File: config.mk
export PLATFORM = sky130hd
export DESIGN_NAME = gpwi_top
export DESIGN_NICKNAME = d
export VERILOG_FILES = /design/src/rtl/gpwi_pkg.sv /design/src/rtl/gpwi_irq_cell.sv /design/src/rtl/gpwi_sync.sv /design/src/rtl/gpwi_top.sv
export SDC_FILE = /design/constraint.sdc
export NUM_CORES = 2
export LEC_CHECK = 0
export BUFFER_PORTS_ARGS = -buffer_cell sky130_fd_sc_hd__buf_2
export CORE_ASPECT_RATIO = 1.5
export CORE_UTILIZATION = 35
export DETAILED_ROUTE_END_ITERATION = 6
export PLACE_DENSITY = 0.51
export SLEW_MARGIN = 15
export SYNTH_ARGS = -nofsm -noshare
export SYNTH_HDL_FRONTEND = slang
export SYNTH_SLANG_ARGS = --single-unit
File: constraint.sdc
create_clock -name core_clk_i -period 4.63 [get_ports core_clk_i]
set_clock_uncertainty 0.15 [all_clocks]
set_input_delay 0 -clock core_clk_i [delete_from_list [all_inputs] [get_ports core_clk_i]]
set_output_delay 0 -clock core_clk_i [all_outputs]
set_load 0.05 [all_outputs]
File: src/rtl/gpwi_pkg.sv
// gpwi_pkg: constants, register map and word helpers for the gpio port with interrupts.
// assumes a 32-bit apb slave on core_clk_i, registers three aligned words each.
//
// How it works
// - 67 pins in the main domain plus 20 standby pins, each set up alone.
// - direction register bit sets pad direction; driver enabled only for outputs.
// - output value register bit drives each pad output buffer.
// - read-only input register shows every pad level; writes ignored.
// - each pin selects high level, low level, rising or falling trigger.
// - per-pin mask; raw status and masked status both readable.
// - all masked interrupts ORed onto one active-high output, no own mask.
// - only input pins latch new interrupts; pending ones survive turning to output.
// - writing 1 to edge clear bits clears edge pins' raw and masked status.
// - edge clear ignored for level pins; they request while source is active.
// - edge inputs always synchronised; level synchronisation chosen by software.
package gpwi_pkg;

  // ---------------------------------------------------------------
  // pin counts and vector layout
  // ---------------------------------------------------------------
  localparam int NPIN_MAIN = 67;
  localparam int NPIN_STBY = 20;
  localparam int NPIN = NPIN_MAIN + NPIN_STBY;
  localparam int NWORD = 3;              // 32-bit words per pin vector
  localparam int VW = 32 * NWORD;        // padded vector width
  localparam logic [VW-1:0] PIN_MASK = {{(VW - NPIN){1'b0}}, {NPIN{1'b1}}};

  // ---------------------------------------------------------------
  // register map: byte offsets, word n of a register at offset + 4*n
  // ---------------------------------------------------------------
  localparam int APB_AW = 12;
  localparam logic [APB_AW-1:0] OFF_OUT = 12'h000;   // output_value_reg
  localparam logic [APB_AW-1:0] OFF_DIR = 12'h010;   // direction, 1 = output
  localparam logic [APB_AW-1:0] OFF_IEN = 12'h020;   // interrupt enable
  localparam logic [APB_AW-1:0] OFF_TYPE = 12'h030;  // 1 = edge, 0 = level
  localparam logic [APB_AW-1:0] OFF_POL = 12'h040;   // 1 = high/rising, 0 = low/falling
  localparam logic [APB_AW-1:0] OFF_MASK = 12'h050;  // 1 = masked
  localparam logic [APB_AW-1:0] OFF_LSYNC = 12'h060; // 1 = level input synchronised
  localparam logic [APB_AW-1:0] OFF_STAT = 12'h070;  // masked status, read only
  localparam logic [APB_AW-1:0] OFF_RAW = 12'h080;   // raw status, read only
  localparam logic [APB_AW-1:0] OFF_EOI = 12'h090;   // edge clear, write only
  localparam logic [APB_AW-1:0] OFF_EXT = 12'h0a0;   // pad input level, read only
  localparam int KIND_LSB = 4;                       // offset bits naming the register
  localparam int WORD_LSB = 2;                       // offset bits naming the word

  // reset value of every control register
  localparam logic [VW-1:0] RST_CTRL = {VW{1'b0}};
  localparam logic [31:0] RST_RDATA = 32'h0000_0000;

  // ---------------------------------------------------------------
  // helpers shared by the register file
  // ---------------------------------------------------------------
  function automatic logic [31:0] word_get(input logic [VW-1:0] v, input logic [1:0] idx);
    logic [31:0] r;
    r = 32'h0000_0000;
    if (int'(idx) < NWORD) begin
      r = v[int'(idx) * 32 +: 32];
    end
    return r;
  endfunction : word_get

  function automatic logic [VW-1:0] word_put(input logic [VW-1:0] v, input logic [1:0] idx,
                                              input logic [31:0] d, input logic [3:0] be);
    logic [VW-1:0] r;
    r = v;
    for (int b = 0; b < 4; b++) begin
      if (be[b] && int'(idx) < NWORD) begin
        r[int'(idx) * 32 + b * 8 +: 8] = d[b * 8 +: 8];
      end
    end
    return r & PIN_MASK;
  endfunction : word_put

endpackage : gpwi_pkg

File: src/rtl/gpwi_irq_cell.sv
// gpwi_irq_cell: per-pin trigger detection and raw interrupt status.
// assumes lvl_i is already synchronised to core_clk_i.
`timescale 1ns/100ps
`default_nettype none
module gpwi_irq_cell #(
  parameter int W = 87
) (
  input wire logic core_clk_i,
  input wire logic sys_rst_i,
  input wire logic [W-1:0] lvl_i,
  input wire logic [W-1:0] is_input_i,
  input wire logic [W-1:0] ien_i,
  input wire logic [W-1:0] edge_mode_i,
  input wire logic [W-1:0] pol_i,
  input wire logic [W-1:0] lsync_i,
  input wire logic [W-1:0] clr_i,
  output logic [W-1:0] raw_o
);

  logic [W-1:0] prev_ff;
  logic [W-1:0] edge_ff;
  logic [W-1:0] lvl_ff;
  logic [W-1:0] nxt_prev;
  logic [W-1:0] nxt_edge;
  logic [W-1:0] nxt_lvl;
  logic [W-1:0] hit;
  logic [W-1:0] arm;
  logic [W-1:0] act;

  // edge and level detection; a new event beats a clear in the same cycle
  always_comb begin
    hit = (pol_i & lvl_i & ~prev_ff) | (~pol_i & ~lvl_i & prev_ff);
    arm = ien_i & is_input_i;
    act = ~(pol_i ^ lvl_i);
    nxt_prev = lvl_i;
    nxt_edge = edge_mode_i & ((edge_ff & ~clr_i) | (hit & arm));
    nxt_lvl = ien_i & ((is_input_i & act) | (~is_input_i & lvl_ff));
  end

  always_ff @(posedge core_clk_i) begin
    if (sys_rst_i) begin
      prev_ff <= '0;
      edge_ff <= '0;
      lvl_ff <= '0;
    end else begin
      prev_ff <= nxt_prev;
      edge_ff <= nxt_edge;
      lvl_ff <= nxt_lvl;
    end
  end

  // edge status always registered; level status registered when chosen or when the pin is an output
  assign raw_o = (edge_mode_i & edge_ff) |
                 (~edge_mode_i & (lsync_i | ~is_input_i) & lvl_ff) |
                 (~edge_mode_i & ~lsync_i & is_input_i & ien_i & act);

endmodule : gpwi_irq_cell
`default_nettype wire

File: src/rtl/gpwi_sync.sv
// gpwi_sync: two-flop synchroniser for a vector of pad inputs.
// assumes each bit is an independent level; no bus coherence across bits.
`timescale 1ns/100ps
`default_nettype none
module gpwi_sync #(
  parameter int W = 87
) (
  input wire logic core_clk_i,
  input wire logic sys_rst_i,
  input wire logic [W-1:0] async_i,
  output logic [W-1:0] sync_o
);

  logic [W-1:0] meta_ff;
  logic [W-1:0] sync_ff;
  logic [W-1:0] nxt_meta;
  logic [W-1:0] nxt_sync;

  // first stage feeds only the second stage
  always_comb begin
    nxt_meta = async_i;
    nxt_sync = meta_ff;
  end

  always_ff @(posedge core_clk_i) begin
    if (sys_rst_i) begin
      meta_ff <= '0;
      sync_ff <= '0;
    end else begin
      meta_ff <= nxt_meta;
      sync_ff <= nxt_sync;
    end
  end

  assign sync_o = sync_ff;

endmodule : gpwi_sync
`default_nettype wire

File: src/rtl/gpwi_top.sv
// gpwi_top: gpio port with per-pin direction, output value, input sample and interrupts.
// assumes an apb master on core_clk_i and pads that resolve level from out and enable.
// pad inputs are asynchronous and pass two flops before any logic reads them.
// reset is synchronous and active high; the bus is answered with no wait states.
// all pins share one clock; the standby pins are only a second group of bits.
//
// The placing of the registers and the APB slave port were chosen for this implementation.
`timescale 1ns/100ps
`default_nettype none
module gpwi_top
  import gpwi_pkg::*;
(
  input wire logic core_clk_i,
  input wire logic sys_rst_i,
  // apb slave
  input wire logic psel_i,
  input wire logic penable_i,
  input wire logic pwrite_i,
  input wire logic [APB_AW-1:0] paddr_i,
  input wire logic [31:0] pwdata_i,
  input wire logic [3:0] pstrb_i,
  output logic [31:0] prdata_o,
  output logic pready_o,
  output logic pslverr_o,
  // main domain pads
  input wire logic [NPIN_MAIN-1:0] pad_main_in_i,
  output logic [NPIN_MAIN-1:0] pad_main_out_o,
  output logic [NPIN_MAIN-1:0] pad_main_oe_o,
  // standby domain pads
  input wire logic [NPIN_STBY-1:0] pad_stby_in_i,
  output logic [NPIN_STBY-1:0] pad_stby_out_o,
  output logic [NPIN_STBY-1:0] pad_stby_oe_o,
  // combined interrupt, active high
  output logic irq_o
);

  // ---------------------------------------------------------------
  // declarations
  // ---------------------------------------------------------------
  logic [VW-1:0] output_value_reg_ff;
  logic [VW-1:0] dir_ff;
  logic [VW-1:0] ien_ff;
  logic [VW-1:0] type_ff;
  logic [VW-1:0] pol_ff;
  logic [VW-1:0] mask_ff;
  logic [VW-1:0] lsync_ff;
  logic [31:0] prdata_ff;
  logic irq_ff;
  logic [VW-1:0] nxt_output_value_reg;
  logic [VW-1:0] nxt_dir;
  logic [VW-1:0] nxt_ien;
  logic [VW-1:0] nxt_type;
  logic [VW-1:0] nxt_pol;
  logic [VW-1:0] nxt_mask;
  logic [VW-1:0] nxt_lsync;
  logic [31:0] nxt_prdata;
  logic nxt_irq;

  logic [NPIN-1:0] pad_sync;
  logic [NPIN-1:0] raw_pin;
  logic [VW-1:0] ext_v;
  logic [VW-1:0] raw_v;
  logic [VW-1:0] stat_v;
  logic [VW-1:0] eoi_v;

  logic setup;
  logic access;
  logic wr_acc;
  logic [3:0] kind;
  logic [1:0] widx;
  logic addr_ok;
  logic [31:0] rd_word;

  // write strobes, one per stored register
  logic we_out;
  logic we_dir;
  logic we_ien;
  logic we_type;
  logic we_pol;
  logic we_mask;
  logic we_lsync;

  // ---------------------------------------------------------------
  // pad input synchronisation
  // ---------------------------------------------------------------
  // every pad passes two flops before any logic looks at it
  // the input register reads the same synchronised vector that interrupts see
  gpwi_sync #(
    .W(NPIN)
  ) u_sync (
    .core_clk_i(core_clk_i),
    .sys_rst_i(sys_rst_i),
    .async_i({pad_stby_in_i, pad_main_in_i}),
    .sync_o(pad_sync)
  );

  assign ext_v = {{(VW - NPIN){1'b0}}, pad_sync};

  // ---------------------------------------------------------------
  // interrupt detection
  // ---------------------------------------------------------------
  // direction bit 0 means input; only inputs may latch new events
  // pending status survives a switch to output; nothing new latches there
  gpwi_irq_cell #(
    .W(NPIN)
  ) u_irq (
    .core_clk_i(core_clk_i),
    .sys_rst_i(sys_rst_i),
    .lvl_i(pad_sync),
    .is_input_i(~dir_ff[NPIN-1:0]),
    .ien_i(ien_ff[NPIN-1:0]),
    .edge_mode_i(type_ff[NPIN-1:0]),
    .pol_i(pol_ff[NPIN-1:0]),
    .lsync_i(lsync_ff[NPIN-1:0]),
    .clr_i(eoi_v[NPIN-1:0]),
    .raw_o(raw_pin)
  );

  // raw and post-mask status vectors
  // masked pins still show in raw status, so software can poll them
  always_comb begin
    raw_v = {{(VW - NPIN){1'b0}}, raw_pin};
    stat_v = raw_v & ~mask_ff;
  end

  // ---------------------------------------------------------------
  // apb decode
  // ---------------------------------------------------------------
  // zero wait states: every access phase completes at its first edge
  // an unmapped word answers with pslverr, reads zero and drops a write
  always_comb begin
    setup = psel_i & ~penable_i;
    access = psel_i & penable_i;
    kind = paddr_i[KIND_LSB +: 4];
    widx = paddr_i[WORD_LSB +: 2];
    addr_ok = (paddr_i[APB_AW-1:KIND_LSB+4] == '0) && (int'(widx) < NWORD) &&
              (kind <= OFF_EXT[KIND_LSB +: 4]);
    wr_acc = access & pwrite_i & addr_ok;
  end

  assign pready_o = 1'b1;
  assign pslverr_o = access & ~addr_ok;

  // edge clear pulse: one cycle, bits written as 1 in the edge clear word
  // level pins are cut here, so a clear never reaches their status
  always_comb begin
    eoi_v = '0;
    if (wr_acc && kind == OFF_EOI[KIND_LSB +: 4]) begin
      eoi_v = word_put('0, widx, pwdata_i, pstrb_i) & type_ff;
    end
  end

  // ---------------------------------------------------------------
  // read data selection
  // ---------------------------------------------------------------
  // the edge clear register and unmapped words read as zero
  // status words are read live; a read returns their state at the setup edge
  always_comb begin
    rd_word = RST_RDATA;
    unique case (kind)
      OFF_OUT[KIND_LSB +: 4]: rd_word = word_get(output_value_reg_ff, widx);
      OFF_DIR[KIND_LSB +: 4]: rd_word = word_get(dir_ff, widx);
      OFF_IEN[KIND_LSB +: 4]: rd_word = word_get(ien_ff, widx);
      OFF_TYPE[KIND_LSB +: 4]: rd_word = word_get(type_ff, widx);
      OFF_POL[KIND_LSB +: 4]: rd_word = word_get(pol_ff, widx);
      OFF_MASK[KIND_LSB +: 4]: rd_word = word_get(mask_ff, widx);
      OFF_LSYNC[KIND_LSB +: 4]: rd_word = word_get(lsync_ff, widx);
      OFF_STAT[KIND_LSB +: 4]: rd_word = word_get(stat_v, widx);
      OFF_RAW[KIND_LSB +: 4]: rd_word = word_get(raw_v, widx);
      OFF_EXT[KIND_LSB +: 4]: rd_word = word_get(ext_v, widx);
      default: rd_word = RST_RDATA;
    endcase
    if (!addr_ok) begin
      rd_word = RST_RDATA;
    end
  end

  // ---------------------------------------------------------------
  // register write strobes
  // ---------------------------------------------------------------
  // register field of a byte offset, the part that names the register
  function automatic logic [3:0] kind_of(input logic [APB_AW-1:0] off);
    return off[KIND_LSB +: 4];
  endfunction : kind_of

  // one strobe per stored register; the status, raw, edge clear and input
  // words have none; a status, raw or input write completes and is lost
  always_comb begin
    we_out = wr_acc && (kind == kind_of(OFF_OUT));
    we_dir = wr_acc && (kind == kind_of(OFF_DIR));
    we_ien = wr_acc && (kind == kind_of(OFF_IEN));
    we_type = wr_acc && (kind == kind_of(OFF_TYPE));
    we_pol = wr_acc && (kind == kind_of(OFF_POL));
    we_mask = wr_acc && (kind == kind_of(OFF_MASK));
    we_lsync = wr_acc && (kind == kind_of(OFF_LSYNC));
  end

  // ---------------------------------------------------------------
  // control registers
  // ---------------------------------------------------------------
  // writes land at the access edge, one byte lane per strobe bit; bits
  // above the last pin never store, so they always read back as zero
  always_comb begin
    nxt_output_value_reg = output_value_reg_ff;
    nxt_dir = dir_ff;
    nxt_ien = ien_ff;
    nxt_type = type_ff;
    nxt_pol = pol_ff;
    nxt_mask = mask_ff;
    nxt_lsync = lsync_ff;
    if (we_out) begin
      nxt_output_value_reg = word_put(output_value_reg_ff, widx, pwdata_i, pstrb_i);
    end
    if (we_dir) begin
      nxt_dir = word_put(dir_ff, widx, pwdata_i, pstrb_i);
    end
    if (we_ien) begin
      nxt_ien = word_put(ien_ff, widx, pwdata_i, pstrb_i);
    end
    if (we_type) begin
      nxt_type = word_put(type_ff, widx, pwdata_i, pstrb_i);
    end
    if (we_pol) begin
      nxt_pol = word_put(pol_ff, widx, pwdata_i, pstrb_i);
    end
    if (we_mask) begin
      nxt_mask = word_put(mask_ff, widx, pwdata_i, pstrb_i);
    end
    if (we_lsync) begin
      nxt_lsync = word_put(lsync_ff, widx, pwdata_i, pstrb_i);
    end
  end

  // reset leaves every pin an input, level, active low, disabled, unmasked
  always_ff @(posedge core_clk_i) begin
    if (sys_rst_i) begin
      output_value_reg_ff <= RST_CTRL;
      dir_ff <= RST_CTRL;
      ien_ff <= RST_CTRL;
      type_ff <= RST_CTRL;
      pol_ff <= RST_CTRL;
      mask_ff <= RST_CTRL;
      lsync_ff <= RST_CTRL;
    end else begin
      output_value_reg_ff <= nxt_output_value_reg;
      dir_ff <= nxt_dir;
      ien_ff <= nxt_ien;
      type_ff <= nxt_type;
      pol_ff <= nxt_pol;
      mask_ff <= nxt_mask;
      lsync_ff <= nxt_lsync;
    end
  end

  // ---------------------------------------------------------------
  // read data register
  // ---------------------------------------------------------------
  // captured at the setup edge so it is settled through the whole access
  // phase; a write setup loads zero so old data never shows on a write
  always_comb begin
    nxt_prdata = prdata_ff;
    if (setup) begin
      nxt_prdata = pwrite_i ? RST_RDATA : rd_word;
    end
  end

  // the register only moves at a setup edge, never in the access phase
  always_ff @(posedge core_clk_i) begin
    if (sys_rst_i) begin
      prdata_ff <= RST_RDATA;
    end else begin
      prdata_ff <= nxt_prdata;
    end
  end

  // ---------------------------------------------------------------
  // combined interrupt
  // ---------------------------------------------------------------
  // single request from all masked pins, no mask of its own; registered so
  // the output carries no glitch from the status logic, one cycle behind it
  always_comb begin
    nxt_irq = |stat_v;
  end

  always_ff @(posedge core_clk_i) begin
    if (sys_rst_i) begin
      irq_ff <= 1'b0;
    end else begin
      irq_ff <= nxt_irq;
    end
  end

  // ---------------------------------------------------------------
  // outputs
  // ---------------------------------------------------------------
  // pins 0..66 form the main domain, 67..86 the standby domain
  // an enable of 1 drives the pad; 0 leaves the level to the far side
  assign pad_main_out_o = output_value_reg_ff[NPIN_MAIN-1:0];
  assign pad_stby_out_o = output_value_reg_ff[NPIN-1:NPIN_MAIN];
  assign pad_main_oe_o = dir_ff[NPIN_MAIN-1:0];
  assign pad_stby_oe_o = dir_ff[NPIN-1:NPIN_MAIN];
  assign prdata_o = prdata_ff;
  assign irq_o = irq_ff;

endmodule : gpwi_top
`default_nettype wire
==> results.yml <==
outcome:
  outcome: "complete, but fails checks"
  violations: "DRC"
power:
  power.density_nw_per_um2: 337
  leakage_power_nw: 22.4
  irDropWorstVdd_mv: 0.306
  overall_power_mw: 20.7
global_routing:
  via_count_of_the_first_global_routing_pass: 46500
  grt_antenna_before_repair: 14
  grt_pass1_wl_mm: 319
  grt_use_total_pct: 29.0
  global_route_total_overflow: 0
  grt_start_max_net_pins: 202
placement:
  placed_area_um2: 54700
  placedCellCount: 8115
  buffer_ports.inserted: 345
  gp_routability_congestion: 0.921
  dp.final_hpwl_mm: 154
setup_path:
  end_kind: "flip-flop"
  worst_path_max_delay_cell: "sky130_fd_sc_hd__dlygate4sd3_1"
  timing.critical_path.mode_cell: "sky130_fd_sc_hd__dlygate4sd3_1"
  worst-endpoint-required_ns: 5.07
  crit_path_start_kind: "primary input"
  worstPathCellList: "dlygate4sd3_1 > buf_8 > ha_1 > or4_1 > dlygate4sd3_1 > a2111o_2 > dlygate4sd3_1 > nor2_4 > buf_4 > nand2_1 > nand2_1 > a21oi_1"
  critical_path.max_stage_delay_ns: 0.75
  worst_ep_arrival_time_ns: 4.95
  worstSetupPathType: "in2reg"
  worst-path-max-fanout: 24
routing:
  wl_mm: 221
  routed-wl-met2_mm: 99.2
  wirelength_met1_mm: 91.8
  viasPerCell: 5.71
  drt-pass1-iter-count: 7
  num_vias: 49000
  drt-wirelength-per-cell_um: 25.8
  remaining_routing_drc_violations: 4
  ant_nets: 0
  initialDrtViolationCount: 4824
  dr_wl_met3_mm: 18.4
  top_signal_layer_used: "met5"
synthesis:
  post_synth_inst_count: 6174
  synth.top_cell.area_share_pct: 42.3
  count_of_flip_flops_with_a_built_in_enable_after_synthesis: 0
  synth_async_reset_ratio_pct: 0
  post-synth-top-area-cell: "sky130_fd_sc_hd__dfxtp_1"
  postSynthAreaPerCell_um2: 8.25
  synth.yosys.seq_area_share_pct: 42.3
  synth.yosys.warnings: 0
  mappedNetlistArea_um2: 51000
  yosys_register_bits: 1077
  synth_fp_nets: 6492
  post_synth_num_cell_types: 76
  dominantRegCellSynth: "sky130_fd_sc_hd__dfxtp_1"
  synthTopCellsByArea: "sky130_fd_sc_hd__dfxtp_1 42%, sky130_fd_sc_hd__mux2i_1 7.3%, sky130_fd_sc_hd__a21oi_1 7.0%, sky130_fd_sc_hd__nor2_1 4.9%, sky130_fd_sc_hd__nand2_1 4.4%"
clocking:
  worstSkewPairLatency_ns: 0.76
  clk_pin_slew_worst_paths_ns: 0.06
  clock_tree.htree_level_count: 3
  cts_made_buffers: 114
  clock_sink_count: 1077
  cts_tree: "built"
  cts_root_buf: "sky130_fd_sc_hd__clkbuf_16"
  maximum_count_of_clock_buffers_along_a_single_path: 3
floorplanning:
  die_area_um2: 147000
  num_rows: 171
  fp.dieH_um: 469
  initial_utilization_pct: 35.2
  chipWidth_um: 314
  io_pins: 349
  core_area_um2: 145000
sta:
  timing.final.crit_share_pct: 97.5
  unrepaired_setup_endpoints_after_global_routing: "false"
  final_layout_setup_total_negative_slack_ns: 0
  worst_slew_margin_rel_pct: 15.0
  timing.final.hold_violations: 0
  worst_pin_slew_ns: 1.24
  final-setup-viol-count: 0
  finalCriticalPeriod_ns: 4.51
  fmaxAchievable_ghz: 0.222
  final_max_slew_viol_count: 0
cells_and_area:
  area_growth_syn_to_layout_pct: 20.3
  layoutNonFillerInstCount: 8589
  design.final.nets: 6903
  drive_above_1_share_pct: 11.4
  post-route-cell-area_um2: 61300
min_path:
  hold_path_class: "in2reg"
flow_run:
  maxCapViolations: 0
[layout by cell type, fill, tap and decap left out, drive strengths merged, types with 183 or more instances in the layout]
master	instances
buf	485
nor3b	183
dlygate4sd3	252
nor2	668
inv	195
a22oi	227
dfxtp	1077
nand3	383
nand2	600
mux2i	372
a21oi	715
[layer usage]
| layer | track usage (%) | up-vias |
|---|---|---|
| li1 | - | 22600 |
| met5 | 0 | - |
| met3 | 5.34 | 492 |
| met1 | 37.5 | 23700 |
| met2 | 45.9 | 2214 |
| met4 | 15.1 | 8 |
[through the flow]
step	utilization (%)	hold WS, ns	setup WS (ns)
6_report	42.4	0.0679	0.118
4_1_cts	42.3	0.0228	0.0388
5_1_grt	42.4	0.0991	0.0489
2_1_floorplan	-	-0.0218	1.44
3_3_place_gp	37.8	0.0608	0.780
3_5_place_dp	37.8	0.0621	0.790
[worst max-delay path, delay by kind of cell]
family | cells | cell delay (ns)
simple gates | 4 | 1.46
fa+ha+maj | 1 | 0.38
buf+inv | 5 | 2.52
compound gates | 2 | 0.51
[cell usage after synthesis, types with 53 or more instances]
| master | number |
|---|---|
| sky130_fd_sc_hd__a21oi_1 | 715 |
| sky130_fd_sc_hd__a22oi_1 | 227 |
| sky130_fd_sc_hd__buf_2 | 100 |
| sky130_fd_sc_hd__clkbuf_1 | 286 |
| sky130_fd_sc_hd__dfxtp_1 | 1077 |
| sky130_fd_sc_hd__ha_1 | 178 |
| sky130_fd_sc_hd__inv_1 | 192 |
| sky130_fd_sc_hd__mux2i_1 | 372 |
| sky130_fd_sc_hd__nand2_1 | 599 |
| sky130_fd_sc_hd__nand2b_1 | 85 |
| sky130_fd_sc_hd__nand3_1 | 383 |
| sky130_fd_sc_hd__nor2_1 | 662 |
| sky130_fd_sc_hd__nor2b_1 | 179 |
| sky130_fd_sc_hd__nor3_1 | 62 |
| sky130_fd_sc_hd__nor3b_1 | 183 |
| sky130_fd_sc_hd__nor4_1 | 53 |
| sky130_fd_sc_hd__o21ai_0 | 175 |
| sky130_fd_sc_hd__o22ai_1 | 148 |
[timing repair]
action	in CTS	in global routing
hold buffers	252	0
endpoints found under the setup margin	0	46
setup buffers	0	5
hold endpoints to repair	845	0
gates resized for setup	0	3
[layout make-up]
cell class                 count  area [um^2]
tap                         1903         2380
sequential                  1077        21600
timing repair buffer         737         5620
clock inverter                46          611
fill                       14700        83300
antenna                        5         12.5
clock buffer                 166         3440
inverter                     193          726
multi-input combinational   4462        27000
[path summary, 6_finish.rpt]
path / startpoint / depth (start not counted) / endpoint / slack (ns)
worst min-delay path: pstrb_i[0] / 6 / pol_ff[66] / 0.07
worst max register to register: u_sync.sync_o[35] / 11 / prdata_o[3] / 0.96
worst min register to register: u_sync.meta_ff[24] / 1 / u_sync.sync_o[24] / 0.28
worst max-delay path: paddr_i[2] / 12 / mask_ff[8] / 0.12
[kinds of logic (layout without fill, tap and decap cells)]
kind of cell    Yosys count  after routing  share of synthesized area (%)
flops                  1077           1077                           42.3
simple gates           2424           2424                           23.5
mux                     380            380                           7.48
fa+ha+maj               178            178                           4.37
other cells               1              6                        0.00736
compound gates         1479           1479                           17.3
buf+inv                 635           1142                           5.05
[report_power, final]
group / leakage [nW] / internal, mW / switching (mW) / total [mW]
Sequential: 8.72 / 9.36 / 0.0749 / 9.43
Combinational: 11.7 / 0.425 / 0.786 / 1.21
Clock: 2.00 / 5.92 / 4.13 / 10.0
Total: 22.4 / 15.7 / 4.99 / 20.7
(Power assumes the default switching activity.)
